## src/ivpm_pkg.sv

```systemverilog
// Package: constants and carriers for the interrupt vector and power mode block
package ivpm_pkg;

  // ---------------------------------------------------------------------------
  // Vector table
  // ---------------------------------------------------------------------------
  localparam logic [15:0] VEC_TOP_ADDR   = 16'hffff;
  localparam logic [15:0] VEC_LOW_ADDR   = 16'hffc0;
  localparam logic [15:0] VEC_UNUSED_TOP = 16'hffde;
  localparam logic [15:0] VEC_RESET      = 16'hfffe;
  localparam logic [15:0] VEC_NMI        = 16'hfffc;
  localparam logic [15:0] VEC_ITIMER     = 16'hfff4;
  localparam logic [15:0] VEC_TCH0       = 16'hfff2;
  localparam logic [15:0] VEC_TCH1       = 16'hfff0;
  localparam logic [15:0] VEC_ADC        = 16'hffea;
  localparam logic [15:0] VEC_SERIAL     = 16'hffe8;
  localparam logic [15:0] VEC_PORT_TWO   = 16'hffe6;
  localparam logic [15:0] VEC_PORT_ONE   = 16'hffe4;
  localparam logic [15:0] ERASED_WORD    = 16'hffff;

  // Fetch ranges; fetches outside RAM, info and code force a reset
  localparam logic [15:0] PERIPH_LOW     = 16'h0000;
  localparam logic [15:0] PERIPH_HIGH    = 16'h01ff;
  localparam logic [15:0] RAM_LOW        = 16'h0200;
  localparam logic [15:0] RAM_HIGH       = 16'h027f;
  localparam logic [15:0] INFO_LOW       = 16'h1000;
  localparam logic [15:0] INFO_HIGH      = 16'h10ff;
  localparam logic [15:0] CODE_LOW       = 16'hf800;

  // ---------------------------------------------------------------------------
  // Register map (AXI4-Lite byte offsets)
  // ---------------------------------------------------------------------------
  localparam logic [7:0] REG_MODE     = 8'h00;  // Sleep bits, global enable
  localparam logic [7:0] REG_NMI_EN   = 8'h04;  // Per-source NMI enables
  localparam logic [7:0] REG_MASK_EN  = 8'h08;  // Maskable source enables
  localparam logic [7:0] REG_RST_FLG  = 8'h0c;  // Reset cause flags
  localparam logic [7:0] REG_NMI_FLG  = 8'h10;  // NMI source flags
  localparam logic [7:0] REG_STATUS   = 8'h14;  // Current state and vector
  localparam logic [7:0] REG_CLK      = 8'h18;  // Clock gate outputs

  // Field positions of REG_MODE
  localparam int MODE_GIE_BIT = 0;
  localparam int MODE_SLP_LSB = 4;
  localparam int MODE_DCO_BIT = 8;   // Oscillator used in run mode

  // Reset flags, bit positions
  localparam int RF_PWR   = 0;
  localparam int RF_EXT   = 1;
  localparam int RF_WDOG  = 2;
  localparam int RF_KEY   = 3;
  localparam int RF_PCOOR = 4;

  // NMI flags, bit positions
  localparam int NF_EXT  = 0;
  localparam int NF_OSC  = 1;
  localparam int NF_ACCV = 2;

  // Maskable request lines: 0 itimer, 1 tch0, 2 tch1, 3 adc, 4 serial,
  // 5..6 port two, 7..14 port one
  localparam int N_MASK = 15;
  localparam logic [2:0] NMI_EN_RST = 3'h0;
  localparam logic [14:0] MASK_EN_RST = 15'h0000;
  localparam logic [4:0] RST_FLG_RST = 5'h01;

  // ---------------------------------------------------------------------------
  // Types
  // ---------------------------------------------------------------------------
  typedef enum logic [2:0] {
    FULL_RUN_MODE     = 3'h0,
    SLEEP_LEVEL_ZERO  = 3'h1,
    SLEEP_LEVEL_ONE   = 3'h2,
    SLEEP_LEVEL_TWO   = 3'h3,
    SLEEP_LEVEL_THREE = 3'h4,
    SLEEP_LEVEL_FOUR  = 3'h5
  } ivpm_sleep_t;

  typedef enum logic [4:0] {
    ST_BOOT  = 5'b00001,
    ST_CHECK = 5'b00010,
    ST_RUN   = 5'b00100,
    ST_VEC   = 5'b01000,
    ST_ISR   = 5'b10000
  } ivpm_state_t;

  // Clock gate bundle
  typedef struct packed {
    logic cpu_run;
    logic main_clock;
    logic sub_main_clock;
    logic aux_clock;
    logic digital_oscillator;
    logic crystal_run;
  } ivpm_clk_t;

  // Vector fetch request to the memory
  typedef struct packed {
    logic        req;
    logic [15:0] addr;
  } ivpm_fetch_t;

endpackage : ivpm_pkg

```

## src/ivpm_ctrl.sv

```systemverilog
// Interrupt vector, reset cause and power mode controller
//
// Behaviour
// - Vectors and start address lie in 0xffc0..0xffff.
// - Each vector word is a 16-bit handler address loaded into the PC.
// - Erased reset vector 0xffff sends the device to sleep level four.
// - Five reset causes share the reset vector at top priority.
// - External NMI, oscillator fault, flash access share vector 0xfffc.
// - Port two, two flags, share vector 0xffe6 at level 19.
// - Port one, eight flags, share vector 0xffe4 at level 18.
// - Any interrupt wakes from sleep; return restores prior sleep level.
// - Run mode enables CPU, main, sub-main and auxiliary clocks.
// - Level zero halts CPU and main clock; aux and sub-main run.
// - Level one also drops oscillator dc generator if unused in run.
// - Level two gates main and sub-main; aux and dc generator on.
// - Level three keeps only the auxiliary clock and the crystal running.
// - Level four stops all clocks, dc generator and crystal.
// - NMI sources blocked by own enable, not the global enable.
// - Fetch from peripheral or unused range forces reset.
// - Vectors 0xffc0..0xffde are never used by any source.
`timescale 1ns/10ps
`default_nettype none

module ivpm_ctrl
  import ivpm_pkg::*;
(
  input  wire logic                aclk,
  input  wire logic                aresetn,
  // AXI4-Lite slave
  input  wire logic [7:0]          s_axi_awaddr,
  input  wire logic                s_axi_awvalid,
  output var  logic                s_axi_awready,
  input  wire logic [31:0]         s_axi_wdata,
  input  wire logic [3:0]          s_axi_wstrb,
  input  wire logic                s_axi_wvalid,
  output var  logic                s_axi_wready,
  output var  logic [1:0]          s_axi_bresp,
  output var  logic                s_axi_bvalid,
  input  wire logic                s_axi_bready,
  input  wire logic [7:0]          s_axi_araddr,
  input  wire logic                s_axi_arvalid,
  output var  logic                s_axi_arready,
  output var  logic [31:0]         s_axi_rdata,
  output var  logic [1:0]          s_axi_rresp,
  output var  logic                s_axi_rvalid,
  input  wire logic                s_axi_rready,
  // Event pulses from peripherals and pins (asynchronous)
  input  wire logic [4:0]          rst_events,
  input  wire logic [2:0]          nmi_events,
  input  wire logic [N_MASK-1:0]   mask_req,
  // CPU side
  input  wire logic [15:0]         fetch_addr,
  input  wire logic                fetch_valid,
  input  wire logic                reti,
  output var  ivpm_pkg::ivpm_fetch_t vec_fetch,
  input  wire logic [15:0]         vec_data,
  input  wire logic                vec_data_valid,
  output var  logic [15:0]         pc_load_value,
  output var  logic                pc_load,
  output var  logic                sys_reset,
  output var  ivpm_pkg::ivpm_clk_t clk_gate
);
  import ivpm_pkg::*;

  // ---------------------------------------------------------------------------
  // State
  // ---------------------------------------------------------------------------
  typedef struct packed {
    ivpm_state_t  st;
    logic [4:0]   rst_s1, rst_s2, rst_s3;
    logic [2:0]   nmi_s1, nmi_s2, nmi_s3;
    logic [N_MASK-1:0] msk_s1, msk_s2;
    logic         gie;
    ivpm_sleep_t  sleep;
    ivpm_sleep_t  saved_sleep;
    logic         saved_gie;
    logic         dco_used;
    logic [2:0]   nmi_en;
    logic [N_MASK-1:0] mask_en;
    logic [4:0]   rst_flg;
    logic [2:0]   nmi_flg;
    logic         is_reset_vec;
    logic         aw_got, w_got;
    logic [7:0]   aw_addr;
    logic [31:0]  w_data;
    logic [3:0]   w_strb;
    logic         bvalid, arready, rvalid;
    logic [31:0]  rdata;
    logic [1:0]   rresp, bresp;
    ivpm_fetch_t  fetch;
    logic [15:0]  pc_val;
    logic         pc_ld;
    logic         sreset;
    ivpm_clk_t    clk;
  } ivpm_regs_t;

  ivpm_regs_t q, d;

  // Vector choice from pending requests
  logic [15:0]       best_vec;
  logic              any_int;
  logic              nmi_pend;
  logic [N_MASK-1:0] mpend;
  logic              rst_pend;
  logic              bad_fetch;
  logic              wr_fire;
  logic [31:0]       rd_word;
  logic              rd_ok;
  ivpm_sleep_t       eff_sleep;

  // ---------------------------------------------------------------------------
  // Priority encode
  // ---------------------------------------------------------------------------
  // Higher address first; vectors below 0xffe0 are never produced
  always_comb begin
    mpend    = q.msk_s2 & q.mask_en;
    nmi_pend = |(q.nmi_flg & q.nmi_en);
    rst_pend = |(q.rst_s2 & ~q.rst_s3);
    best_vec = VEC_RESET;
    any_int  = 1'b1;
    if (nmi_pend) begin
      best_vec = VEC_NMI;
    end else if (q.gie && mpend[0]) begin
      best_vec = VEC_ITIMER;
    end else if (q.gie && mpend[1]) begin
      best_vec = VEC_TCH0;
    end else if (q.gie && mpend[2]) begin
      best_vec = VEC_TCH1;
    end else if (q.gie && mpend[3]) begin
      best_vec = VEC_ADC;
    end else if (q.gie && mpend[4]) begin
      best_vec = VEC_SERIAL;
    end else if (q.gie && |mpend[6:5]) begin
      best_vec = VEC_PORT_TWO;
    end else if (q.gie && |mpend[14:7]) begin
      best_vec = VEC_PORT_ONE;
    end else begin
      any_int  = 1'b0;
    end
  end

  // Fetch outside peripheral-free, implemented memory forces reset
  always_comb begin
    bad_fetch = fetch_valid &&
      !((fetch_addr >= RAM_LOW && fetch_addr <= RAM_HIGH) ||
        (fetch_addr >= INFO_LOW && fetch_addr <= INFO_HIGH) ||
        (fetch_addr >= CODE_LOW));
  end

  // ---------------------------------------------------------------------------
  // Register read mux
  // ---------------------------------------------------------------------------
  always_comb begin
    rd_word = 32'h0000_0000;
    rd_ok   = 1'b1;
    case (s_axi_araddr)
      REG_MODE:    rd_word = {23'h0, q.dco_used, 1'b0, q.sleep, 3'h0, q.gie};
      REG_NMI_EN:  rd_word = {29'h0, q.nmi_en};
      REG_MASK_EN: rd_word = {17'h0, q.mask_en};
      REG_RST_FLG: rd_word = {27'h0, q.rst_flg};
      REG_NMI_FLG: rd_word = {29'h0, q.nmi_flg};
      REG_STATUS:  rd_word = {q.fetch.addr, 11'h0, q.st};
      REG_CLK:     rd_word = {26'h0, q.clk};
      default:     rd_ok   = 1'b0;
    endcase
  end
  // Status word holds the last requested vector address in the top half

  // ---------------------------------------------------------------------------
  // Next state
  // ---------------------------------------------------------------------------
  always_comb begin
    d = q;
    // Two-stage synchronisers; an edge stage for reset and NMI events only
    d.rst_s1 = rst_events;
    d.rst_s2 = q.rst_s1;
    d.rst_s3 = q.rst_s2;
    d.nmi_s1 = nmi_events;
    d.nmi_s2 = q.nmi_s1;
    d.nmi_s3 = q.nmi_s2;
    d.msk_s1 = mask_req;
    d.msk_s2 = q.msk_s1;
    d.pc_ld  = 1'b0;
    d.sreset = 1'b0;
    d.fetch.req = 1'b0;

    // AXI4-Lite write: address and data in either order
    wr_fire = 1'b0;
    if (s_axi_awvalid && !q.aw_got && !q.bvalid) begin
      d.aw_got  = 1'b1;
      d.aw_addr = s_axi_awaddr;
    end
    if (s_axi_wvalid && !q.w_got && !q.bvalid) begin
      d.w_got  = 1'b1;
      d.w_data = s_axi_wdata;
      d.w_strb = s_axi_wstrb;
    end
    if (q.aw_got && q.w_got) begin
      wr_fire  = 1'b1;
      d.aw_got = 1'b0;
      d.w_got  = 1'b0;
      d.bvalid = 1'b1;
      d.bresp  = 2'b00;
    end
    if (q.bvalid && s_axi_bready) begin
      d.bvalid = 1'b0;
    end

    // Hardware sets the NMI flags; a set wins over a clear
    if (wr_fire && q.w_strb[0]) begin
      case (q.aw_addr)
        REG_MODE: begin
          d.gie      = q.w_data[MODE_GIE_BIT];
          d.sleep    = ivpm_sleep_t'(q.w_data[MODE_SLP_LSB +: 3]);
        end
        REG_NMI_EN:  d.nmi_en  = q.w_data[2:0];
        REG_MASK_EN: d.mask_en[7:0] = q.w_data[7:0];
        REG_RST_FLG: d.rst_flg = q.rst_flg & ~q.w_data[4:0];
        REG_NMI_FLG: d.nmi_flg = q.nmi_flg & ~q.w_data[2:0];
        default: d.bresp = 2'b10;
      endcase
    end
    // Byte one carries the oscillator-use bit and the upper mask enables
    if (wr_fire && q.w_strb[1]) begin
      if (q.aw_addr == REG_MODE) d.dco_used = q.w_data[MODE_DCO_BIT];
      if (q.aw_addr == REG_MASK_EN) d.mask_en[14:8] = q.w_data[14:8];
    end
    d.nmi_flg = d.nmi_flg | (q.nmi_s2 & ~q.nmi_s3);
    d.rst_flg = d.rst_flg | (q.rst_s2 & ~q.rst_s3);

    // AXI4-Lite read
    d.arready = 1'b0;
    if (s_axi_arvalid && !q.arready && !q.rvalid) begin
      d.arready = 1'b1;
      d.rvalid  = 1'b1;
      d.rdata   = rd_word;
      d.rresp   = rd_ok ? 2'b00 : 2'b10;
    end
    if (q.rvalid && s_axi_rready) begin
      d.rvalid = 1'b0;
    end

    // Controller sequence
    case (q.st)
      ST_BOOT: begin
        d.fetch = '{req: 1'b1, addr: VEC_RESET};
        d.is_reset_vec = 1'b1;
        d.st = ST_CHECK;
      end
      ST_CHECK: begin
        d.fetch.req = 1'b1;
        if (vec_data_valid) begin
          d.fetch.req = 1'b0;
          if (vec_data == ERASED_WORD) begin
            d.sleep = SLEEP_LEVEL_FOUR;
            d.gie   = 1'b0;
          end else begin
            d.pc_val = vec_data;
            d.pc_ld  = 1'b1;
          end
          d.st = ST_RUN;
        end
      end
      ST_RUN: begin
        if (rst_pend || bad_fetch) begin
          d.sreset = 1'b1;
          if (bad_fetch) d.rst_flg[RF_PCOOR] = 1'b1;
          d.sleep  = FULL_RUN_MODE;
          d.gie    = 1'b0;
          d.st     = ST_BOOT;
        end else if (any_int) begin
          d.saved_sleep = q.sleep;
          d.saved_gie   = q.gie;
          d.sleep       = FULL_RUN_MODE;
          d.gie         = 1'b0;
          d.fetch       = '{req: 1'b1, addr: best_vec};
          d.st          = ST_VEC;
        end
      end
      ST_VEC: begin
        d.fetch.req = 1'b1;
        if (vec_data_valid) begin
          d.fetch.req = 1'b0;
          d.pc_val    = vec_data;
          d.pc_ld     = 1'b1;
          d.st        = ST_ISR;
        end
      end
      ST_ISR: begin
        if (rst_pend || bad_fetch) begin
          d.sreset = 1'b1;
          if (bad_fetch) d.rst_flg[RF_PCOOR] = 1'b1;
          d.sleep  = FULL_RUN_MODE;
          d.gie    = 1'b0;
          d.st     = ST_BOOT;
        end else if (reti) begin
          d.sleep = q.saved_sleep;
          d.gie   = q.saved_gie;
          d.st    = ST_RUN;
        end
      end
      default: d.st = ST_BOOT;
    endcase

    // Clock gating from the effective sleep level
    eff_sleep = d.sleep;
    d.clk = '{cpu_run: 1'b1, main_clock: 1'b1, sub_main_clock: 1'b1,
              aux_clock: 1'b1, digital_oscillator: 1'b1,
              crystal_run: 1'b1};
    case (eff_sleep)
      SLEEP_LEVEL_ZERO: begin
        d.clk.cpu_run    = 1'b0;
        d.clk.main_clock = 1'b0;
      end
      SLEEP_LEVEL_ONE: begin
        d.clk.cpu_run            = 1'b0;
        d.clk.main_clock         = 1'b0;
        d.clk.digital_oscillator = d.dco_used;
      end
      SLEEP_LEVEL_TWO: begin
        d.clk.cpu_run        = 1'b0;
        d.clk.main_clock     = 1'b0;
        d.clk.sub_main_clock = 1'b0;
      end
      SLEEP_LEVEL_THREE: begin
        d.clk.cpu_run            = 1'b0;
        d.clk.main_clock         = 1'b0;
        d.clk.sub_main_clock     = 1'b0;
        d.clk.digital_oscillator = 1'b0;
      end
      SLEEP_LEVEL_FOUR: begin
        d.clk = '0;
      end
      default: ;
    endcase
  end

  // ---------------------------------------------------------------------------
  // Registers
  // ---------------------------------------------------------------------------
  always_ff @(posedge aclk) begin
    if (!aresetn) begin
      q          <= '0;
      q.st       <= ST_BOOT;
      q.sleep    <= FULL_RUN_MODE;
      q.saved_sleep <= FULL_RUN_MODE;
      q.nmi_en   <= NMI_EN_RST;
      q.mask_en  <= MASK_EN_RST;
      q.rst_flg  <= RST_FLG_RST;
      q.dco_used <= 1'b1;
      q.clk      <= '1;
    end else begin
      q <= d;
    end
  end

  // Outputs from flip-flops; awready and wready decoded from flop state
  assign s_axi_awready = !q.aw_got && !q.bvalid;
  assign s_axi_wready  = !q.w_got && !q.bvalid;
  assign s_axi_bvalid  = q.bvalid;
  assign s_axi_bresp   = q.bresp;
  assign s_axi_arready = q.arready;
  assign s_axi_rvalid  = q.rvalid;
  assign s_axi_rdata   = q.rdata;
  assign s_axi_rresp   = q.rresp;
  assign vec_fetch     = q.fetch;
  assign pc_load_value = q.pc_val;
  assign pc_load       = q.pc_ld;
  assign sys_reset     = q.sreset;
  assign clk_gate      = q.clk;

endmodule : ivpm_ctrl

`default_nettype wire

```

## config.mk

```make
export PLATFORM = sky130hd
export DESIGN_NAME = ivpm_ctrl
export DESIGN_NICKNAME = d
export VERILOG_FILES = /design/src/ivpm_pkg.sv /design/src/ivpm_ctrl.sv
export SDC_FILE = /design/constraint.sdc
export NUM_CORES = 1
export LEC_CHECK = 0
export BUFFER_PORTS_ARGS = -buffer_cell sky130_fd_sc_hd__buf_2
export CAP_MARGIN = 10
export CORE_MARGIN = 8
export CORE_UTILIZATION = 25
export CTS_BUF_LIST = sky130_fd_sc_hd__clkbuf_8
export CTS_CLUSTER_DIAMETER = 100
export CTS_CLUSTER_SIZE = 24
export DETAILED_ROUTE_END_ITERATION = 12
export GPL_TIMING_DRIVEN = 1
export PLACE_DENSITY = 0.56
export REMOVE_ABC_BUFFERS = 1
export SYNTH_ARGS = -nofsm -noshare
export SYNTH_HDL_FRONTEND = slang
export SYNTH_SLANG_ARGS = --single-unit
export TNS_END_PERCENT = 30
```

## constraint.sdc

```tcl
create_clock -name aclk -period 2.75 [get_ports aclk]
set_clock_uncertainty 0.15 [all_clocks]
set_input_delay 0.275 -clock aclk [delete_from_list [all_inputs] [get_ports aclk]]
set_output_delay 0.275 -clock aclk [all_outputs]
set_load 0.1 [all_outputs]
```

=== After elaboration in Yosys (flattened, before gate mapping) ===
Cells that the tools add are included.

* Input bits: 117
* Logic and storage cells: 207
* Bits in registers: 200
* Output and inout port bits: 82

* Bitwise operators: 14
* Equal/unequal tests: 28
* $lt $le $gt $ge: 5
* Multiplexer cells: 62
* Reduce and logical (&&, ||, !) cells: 58

{| class="wikitable"
|+ Operator list
! cell !! number
|-
| one-hot mux 32 bit (7 select lines) || 1
|-
| 2-to-1 mux 17 bit || 5
|-
| 2-to-1 mux 5 bit || 15
|-
| 2-to-1 mux 36 bit || 1
|-
| one-hot mux 17 bit (2 select lines) || 1
|-
| == test 8 x 4 -> 1 bit, second input constant || 4
|-
| == test 8 x 5 -> 1 bit, second input constant || 4
|-
| one-hot mux 16 bit (2 select lines) || 1
|-
| 2-to-1 mux 4 bit || 7
|-
| one-hot mux 5 bit (5 select lines) || 1
|-
| logical AND 1 bit || 23
|-
| 2-to-1 mux 1 bit || 19
|-
| == test 16 bit, second input constant || 1
|-
| == test 8 x 3 -> 1 bit, second input constant || 2
|-
| greater-or-equal comparator 16 x 10 -> 1 bit, second input constant || 1
|-
| greater-or-equal comparator 16 x 13 -> 1 bit, second input constant || 1
|-
| greater-or-equal comparator 16 bit, second input constant || 1
|-
| <= comparator 16 x 10 -> 1 bit, second input constant || 1
|-
| <= comparator 16 x 13 -> 1 bit, second input constant || 1
|-
| zero test 8 bit || 2
|-
| 2-to-1 mux 8 bit || 2
|-
| bitwise AND 15 bit || 1
|-
| OR reduction 5 bit || 3
|-
| OR reduction 2 bit || 7
|-
| other kinds (31) || 62
|}

=== Depth between registers and ports, before layout ===
* Depth after elaboration: 17
* Gate-level depth with buffers: 9
* Depth with buffers taken out: 8

=== Worst setup path before layout ===
Ideal clock, no wire load.

* Path kind: flip-flop to flip-flop
* Start: reg q (netlist bit s_axi_bvalid)
* End: reg q[81] (netlist name)
* Required time: 2.530 ns
* Library setup time: 0.070 ns
* Path buffers: 2
* Path slack: -0.570 ns
* Period minus slack after synthesis: 3.320 ns
* Data arrival time: 3.099 ns
* Cell stages (with the launch flop): 7
* Cells stage by stage: dfxtp_1 nor2_1 and2_1 clkbuf_1 clkbuf_1 nand2_1 a21oi_1

* Longest elaborated chain between the ends: 2

{| class="wikitable"
|+ RTL lines
! item !! RTL line !! source
|-
| start: declaration || ivpm_ctrl.sv:97 || <nowiki>ivpm_regs_t q, d;</nowiki>
|-
| zero test 1 bit || ivpm_ctrl.sv:193 || <nowiki>if (s_axi_wvalid && !q.w_got && !q.bvalid) begin</nowiki>
|-
| logical AND 1 bit || ivpm_ctrl.sv:193 ||
|}

No other way between the ends.
A chain may end at the register's enable or synchronous reset.

=== Worst setup path after layout ===
* Start: reg q[128] (netlist name)
* End: reg q (netlist bit clk_gate[3])

* Longest elaborated chain between the ends: 9
* Elaborated cells on any way between the ends: 11
* Those cells by class: 3 x eq/ne; 5 x mux; 1 x bitwise; 2 x reduce/logical

{| class="wikitable"
|+ RTL lines
! item !! RTL line !! source
|-
| bitwise AND 3 bit * || ivpm_ctrl.sv:117 || <nowiki>nmi_pend = |(q.nmi_flg & q.nmi_en);</nowiki>
|-
| OR reduction 3 bit * || ivpm_ctrl.sv:117 ||
|-
| 2-to-1 mux 1 bit * || ivpm_ctrl.sv:121 || <nowiki>if (nmi_pend) begin</nowiki>
|-
| 2-to-1 mux 8 bit * || ivpm_ctrl.sv:271 || <nowiki>end else if (any_int) begin</nowiki>
|-
| 2-to-1 mux 4 bit * || ivpm_ctrl.sv:265 || <nowiki>if (rst_pend || bad_fetch) begin</nowiki>
|-
| one-hot mux 4 bit (3 select lines) * || ivpm_ctrl.sv:244 || <nowiki>case (q.st)</nowiki>
|-
| == test 3 bit or == test 3 x 2 -> 1 bit (tied branches) || ivpm_ctrl.sv:310 || <nowiki>case (eff_sleep)</nowiki>
|-
| OR reduction 3 bit (no source line) * || - ||
|-
| 2-to-1 mux 1 bit * || ivpm_ctrl.sv:310 ||
|}

Mark *: on every way between the ends. The rest lies on a longest branch, timed or not.

==> flow_results.org <==
** STA
- Setup violations remaining at the end of the flow were counted as 0.
- The total count of max-transition violations in the final report was 0.
- Post-route fraction of the period consumed by the critical path :: between 90% and 100%
- At the pin with the least slew margin, the transition time is 699 ps.
- Max-Slew Margin vs Limit :: 53.3%
- Highest attainable clock frequency :: roughly 390 MHz
- The routed design could run at a clock period as short as around 2600 ps.
- In the post-route analysis, the smallest setup slack over all paths is roughly 160 ps.
- Number of failing hold endpoints at the final stage :: 0
- Unrepaired setup endpoints after global routing :: yes

** Critical path
- Critical path class :: reg -> reg
- The startpoint identified for the worst register-to-register timing path is q[128]$_SDFF_PN0_.
- Critical-path cell list :: a222oi_1, buf_4, o211a_1, nor2b_1, a21oi_1, o21bai_1, a211o_1, and2_1, a22oi_1
- CP startpoint kind :: flip-flop
- Of all nets on the critical path, the largest fanout is 4.
- The largest single stage delay on the critical path is about 440 ps.
- Critical path capture point :: clk_gate[3]$_SDFF_PN1_
- Tracing the worst setup path back leads to its startpoint at q[128]$_SDFF_PN0_.
- Sort of element at the end of the critical path :: flip-flop
- Register-to-Register Setup Slack :: between 150 and 200 ps
- WP data required :: about 3000 ps
- For the worst setup path, the data arrival time is 2790 ps.
- The endpoint identified for the worst register-to-register timing path is clk_gate[3]$_SDFF_PN1_.
- Cell depth of the worst flop-to-flop path :: 9
- On the critical path, the stage with the largest delay is an instance of a222oi_1.

** Finish
- Counting the fill cells in the layout gives slightly above 3000.
- Of the cells placed in the final design, the portion with a size suffix greater than 1 is 24.5%.
- Finished Layout Cells :: around 1400
- Final-stage net count :: between 1000 and 1500
- The library cells used most frequently in the layout, excluding fill and tap cells, are dfxtp_1 (176), buf_2 (169), nor2_1 (113).
- Area Overhead vs Synth :: 26.3%
- Ant diodes :: 0
- Cells fill 31.8% of the core in the end.
- Most frequent standard cell in the layout excluding fill and tap cells :: dfxtp_1

** Route
- The first TritonRoute pass finished after 4 iterations.
- Detailed Route WL :: roughly 20000 um
- The final route contains 5834 vias.
- Routed vias/inst :: 4.30
- Post-route antenna net violation count :: 0
- For this block, the initial DRC count from the detailed router was 316.
- Routed wire per std cell :: 14.9 um
- Count of unresolved DRC violations after routing :: 0

** Logic synthesis
- The cell area that synthesis handed to floorplanning was slightly above 0.007 mm^2.
- Synthesis handed over a netlist of just under 800 instances.
- Yosys mapped a number of flops with a built-in enable equal to 0.
- Asr flop ratio synth :: 0%
- The average instance in the mapped netlist occupies between 9 and 10 um^2.
- The most used flip-flop cell after synthesis is dfxtp_1.
- During synthesis, Yosys emitted a total of 0 warnings.
- The synthesized design contains 176 register bits.
- Of the synthesized area, sequential elements account for 49.1%.
- Counting distinct cell types in the post-synthesis netlist gives just over 60.

** Floorplanning
- Initial cell density of the core :: approximately 25%
- Vertical extent of the die :: 185 um
- Boundary pin count :: 199
- Std-Cell Rows :: 62
- The die covers around 0.034 mm^2.
- Area of the core :: 0.0285 mm^2
- Chip width :: about 190 um

** Place
- In this run, placement finished with an instance count of 1258.
- Input and output buffers added on the ports amount to around 170.
- The HPWL after detailed placement is approximately 15000 um.
- Pre-CTS worst setup slack :: 103 ps
- Routability-driven placement finished with a final weighted congestion of 0.847.

** Global routing
- The first global-routing pass estimated about 31000 um of wire.
- Global routing finished with a remaining overflow of 0.
- Maximum number of pins on one net before global-route repair :: just under 70
- Global routing used a little under an eighth of the available tracks.
- The number of global-route vias before repair is 5737.
- The initial antenna violation count came to 0.

** Clock network
- Num CTS Buffers :: 17
- Worst-skew pair later-pin latency :: 480 ps
- In this run the number of H-tree levels came out at 4.
- Root buffer selected by CTS :: clkbuf_8
- Clock tree synthesis found a total of about 180 sinks.
- TritonCTS built the clock tree.
- Buffers added to address setup during post-CTS repair amount to 0.
- The clock passes through at most 2 buffers.
- Clock-pin slew reported for the worst setup and hold paths after clock tree synthesis :: 100 ps

** Power and ir drop
- LEAKAGE :: 4.05 nW
- In this run the power density over the cells is roughly 610 mW/mm^2.
- Across the VDD grid, the largest voltage drop is 0.269 mV.

** Min path
- In this run the worst hold path is classified as in -> reg.

** Outcome
- The flow ran to the end, and the final reports show no timing, DRC or antenna violations.

** Flow run
- Max Cap Violations :: 0
==> how the worst min path moves through the flow <==
stage | from | endpoint | slack, ps | depth (start not counted)
finish | s_axi_araddr[1] | s_axi_rdata[4]$_SDFFE_PN0P_ | 70 | 4
global route | s_axi_araddr[1] | s_axi_rdata[4]$_SDFFE_PN0P_ | 110 | 4
detailed placement | d[165]$_SDFF_PN0_ | q[165]$_SDFF_PN0_ | 270 | 1
CTS | s_axi_araddr[1] | s_axi_rdata[4]$_SDFFE_PN0P_ | 50 | 4
global placement | d[164]$_SDFF_PN0_ | q[164]$_SDFF_PN0_ | 270 | 1
floorplan | aresetn | clk_gate[5]$_SDFF_PN1_ | 190 | 1
==> cells in the mapped netlist (all sizes together), types with 4 or more instances <==
| cell | number | area share, % |
|---|---|---|
| a22oi | 23 | 2.4 |
| dfxtp | 176 | 49 |
| and2 | 57 | 5.0 |
| mux2i | 48 | 6.7 |
| inv | 6 | 0.31 |
| a21oi | 49 | 3.5 |
| o21ai | 9 | 0.63 |
| mux2 | 9 | 1.5 |
| clkbuf | 30 | 1.6 |
| nor2b | 8 | 0.70 |
| nand3b | 4 | 0.42 |
| nor3 | 9 | 0.63 |
| nand2 | 89 | 4.7 |
| o211ai | 4 | 0.42 |
| a32oi | 6 | 0.99 |
| nand4 | 5 | 0.44 |
| nor2 | 113 | 5.9 |
| buf | 78 | 8.0 |
| or2 | 4 | 0.38 |
| nor4 | 5 | 0.44 |
| nand3 | 11 | 0.77 |
| and3 | 7 | 0.61 |
==> layer usage <==
layer | GRT usage, % | part of all wire (%)
met5 | 0 | 0
met4 | 3.23 | 0.97
met3 | 2.98 | 6.3
met2 | 19.8 | 49
met1 | 14.3 | 44
==> logic make-up (layout without fill, tap and decap cells) <==
group,after synthesis,count (layout),synth area share [%]
xor gates and xnor gates,1,1,0.122
other,1,3,0.0523
and+or+nand+nor,324,324,21.3
AOI/OAI and AO/OA,119,119,11.3
buffers and inverters,115,294,9.96
muxes,57,57,8.16
DFF,176,176,49.1
==> power breakdown <==
group | switching, mW | internal, mW | total [mW]
Sequential | 0.0851 | 2.65 | 2.74
Clock | 1.04 | 0.713 | 1.76
Combinational | 0.764 | 0.291 | 1.06
Total | 1.89 | 3.66 | 5.55
==> state kept, by name (all words and copies together), names as in the netlist <==
signal and count:
s_axi_rdata 21, pc_load_value 16, s_axi_rresp 1, d 31, sys_reset 1, s_axi_rvalid 1, vec_fetch 6, s_axi_bvalid 1
s_axi_bresp 2, pc_load 1, clk_gate 4, s_axi_arready 1, q 90
==> repair_timing <==
action / CTS / global route
resized for setup: 0 / 2
endpoints found under the hold margin: 68 / 0
hold buffers: 68 / 0
endpoints found under the setup margin: 0 / 4
==> layout make-up <==
cell class	instances	area [um^2]	area share, %
sequential	176	3520	38.9
multi-input combinational	504	2960	32.6
timing repair buffer	255	1690	18.6
tap	384	480	5.30
clock buffer	19	262	2.89
clock inverter	13	124	1.37
inverter	7	27.5	0.304
==> through the flow <==
stage	setup TNS [ps]	cell area [um^2]	power, mW	hold WS, ps
after floorplan	-135220	6490	3.50	187
after global placement	0	7980	3.77	269
after detailed placement	0	7980	3.78	269
after CTS	0	9050	5.64	48.8
after global routing	-19.4	9060	5.82	105
final	0	9060	5.55	74.1
==> worst max-delay path, delay by kind of cell (launching register included) <==
kind / cells / cell delay [ps]
DFF: 1 / 350
AOI/OAI and AO/OA: 6 / 1400
buffers and inverters: 1 / 200
and+or+nand+nor: 2 / 360
Power figures use the tool's default switching activity.
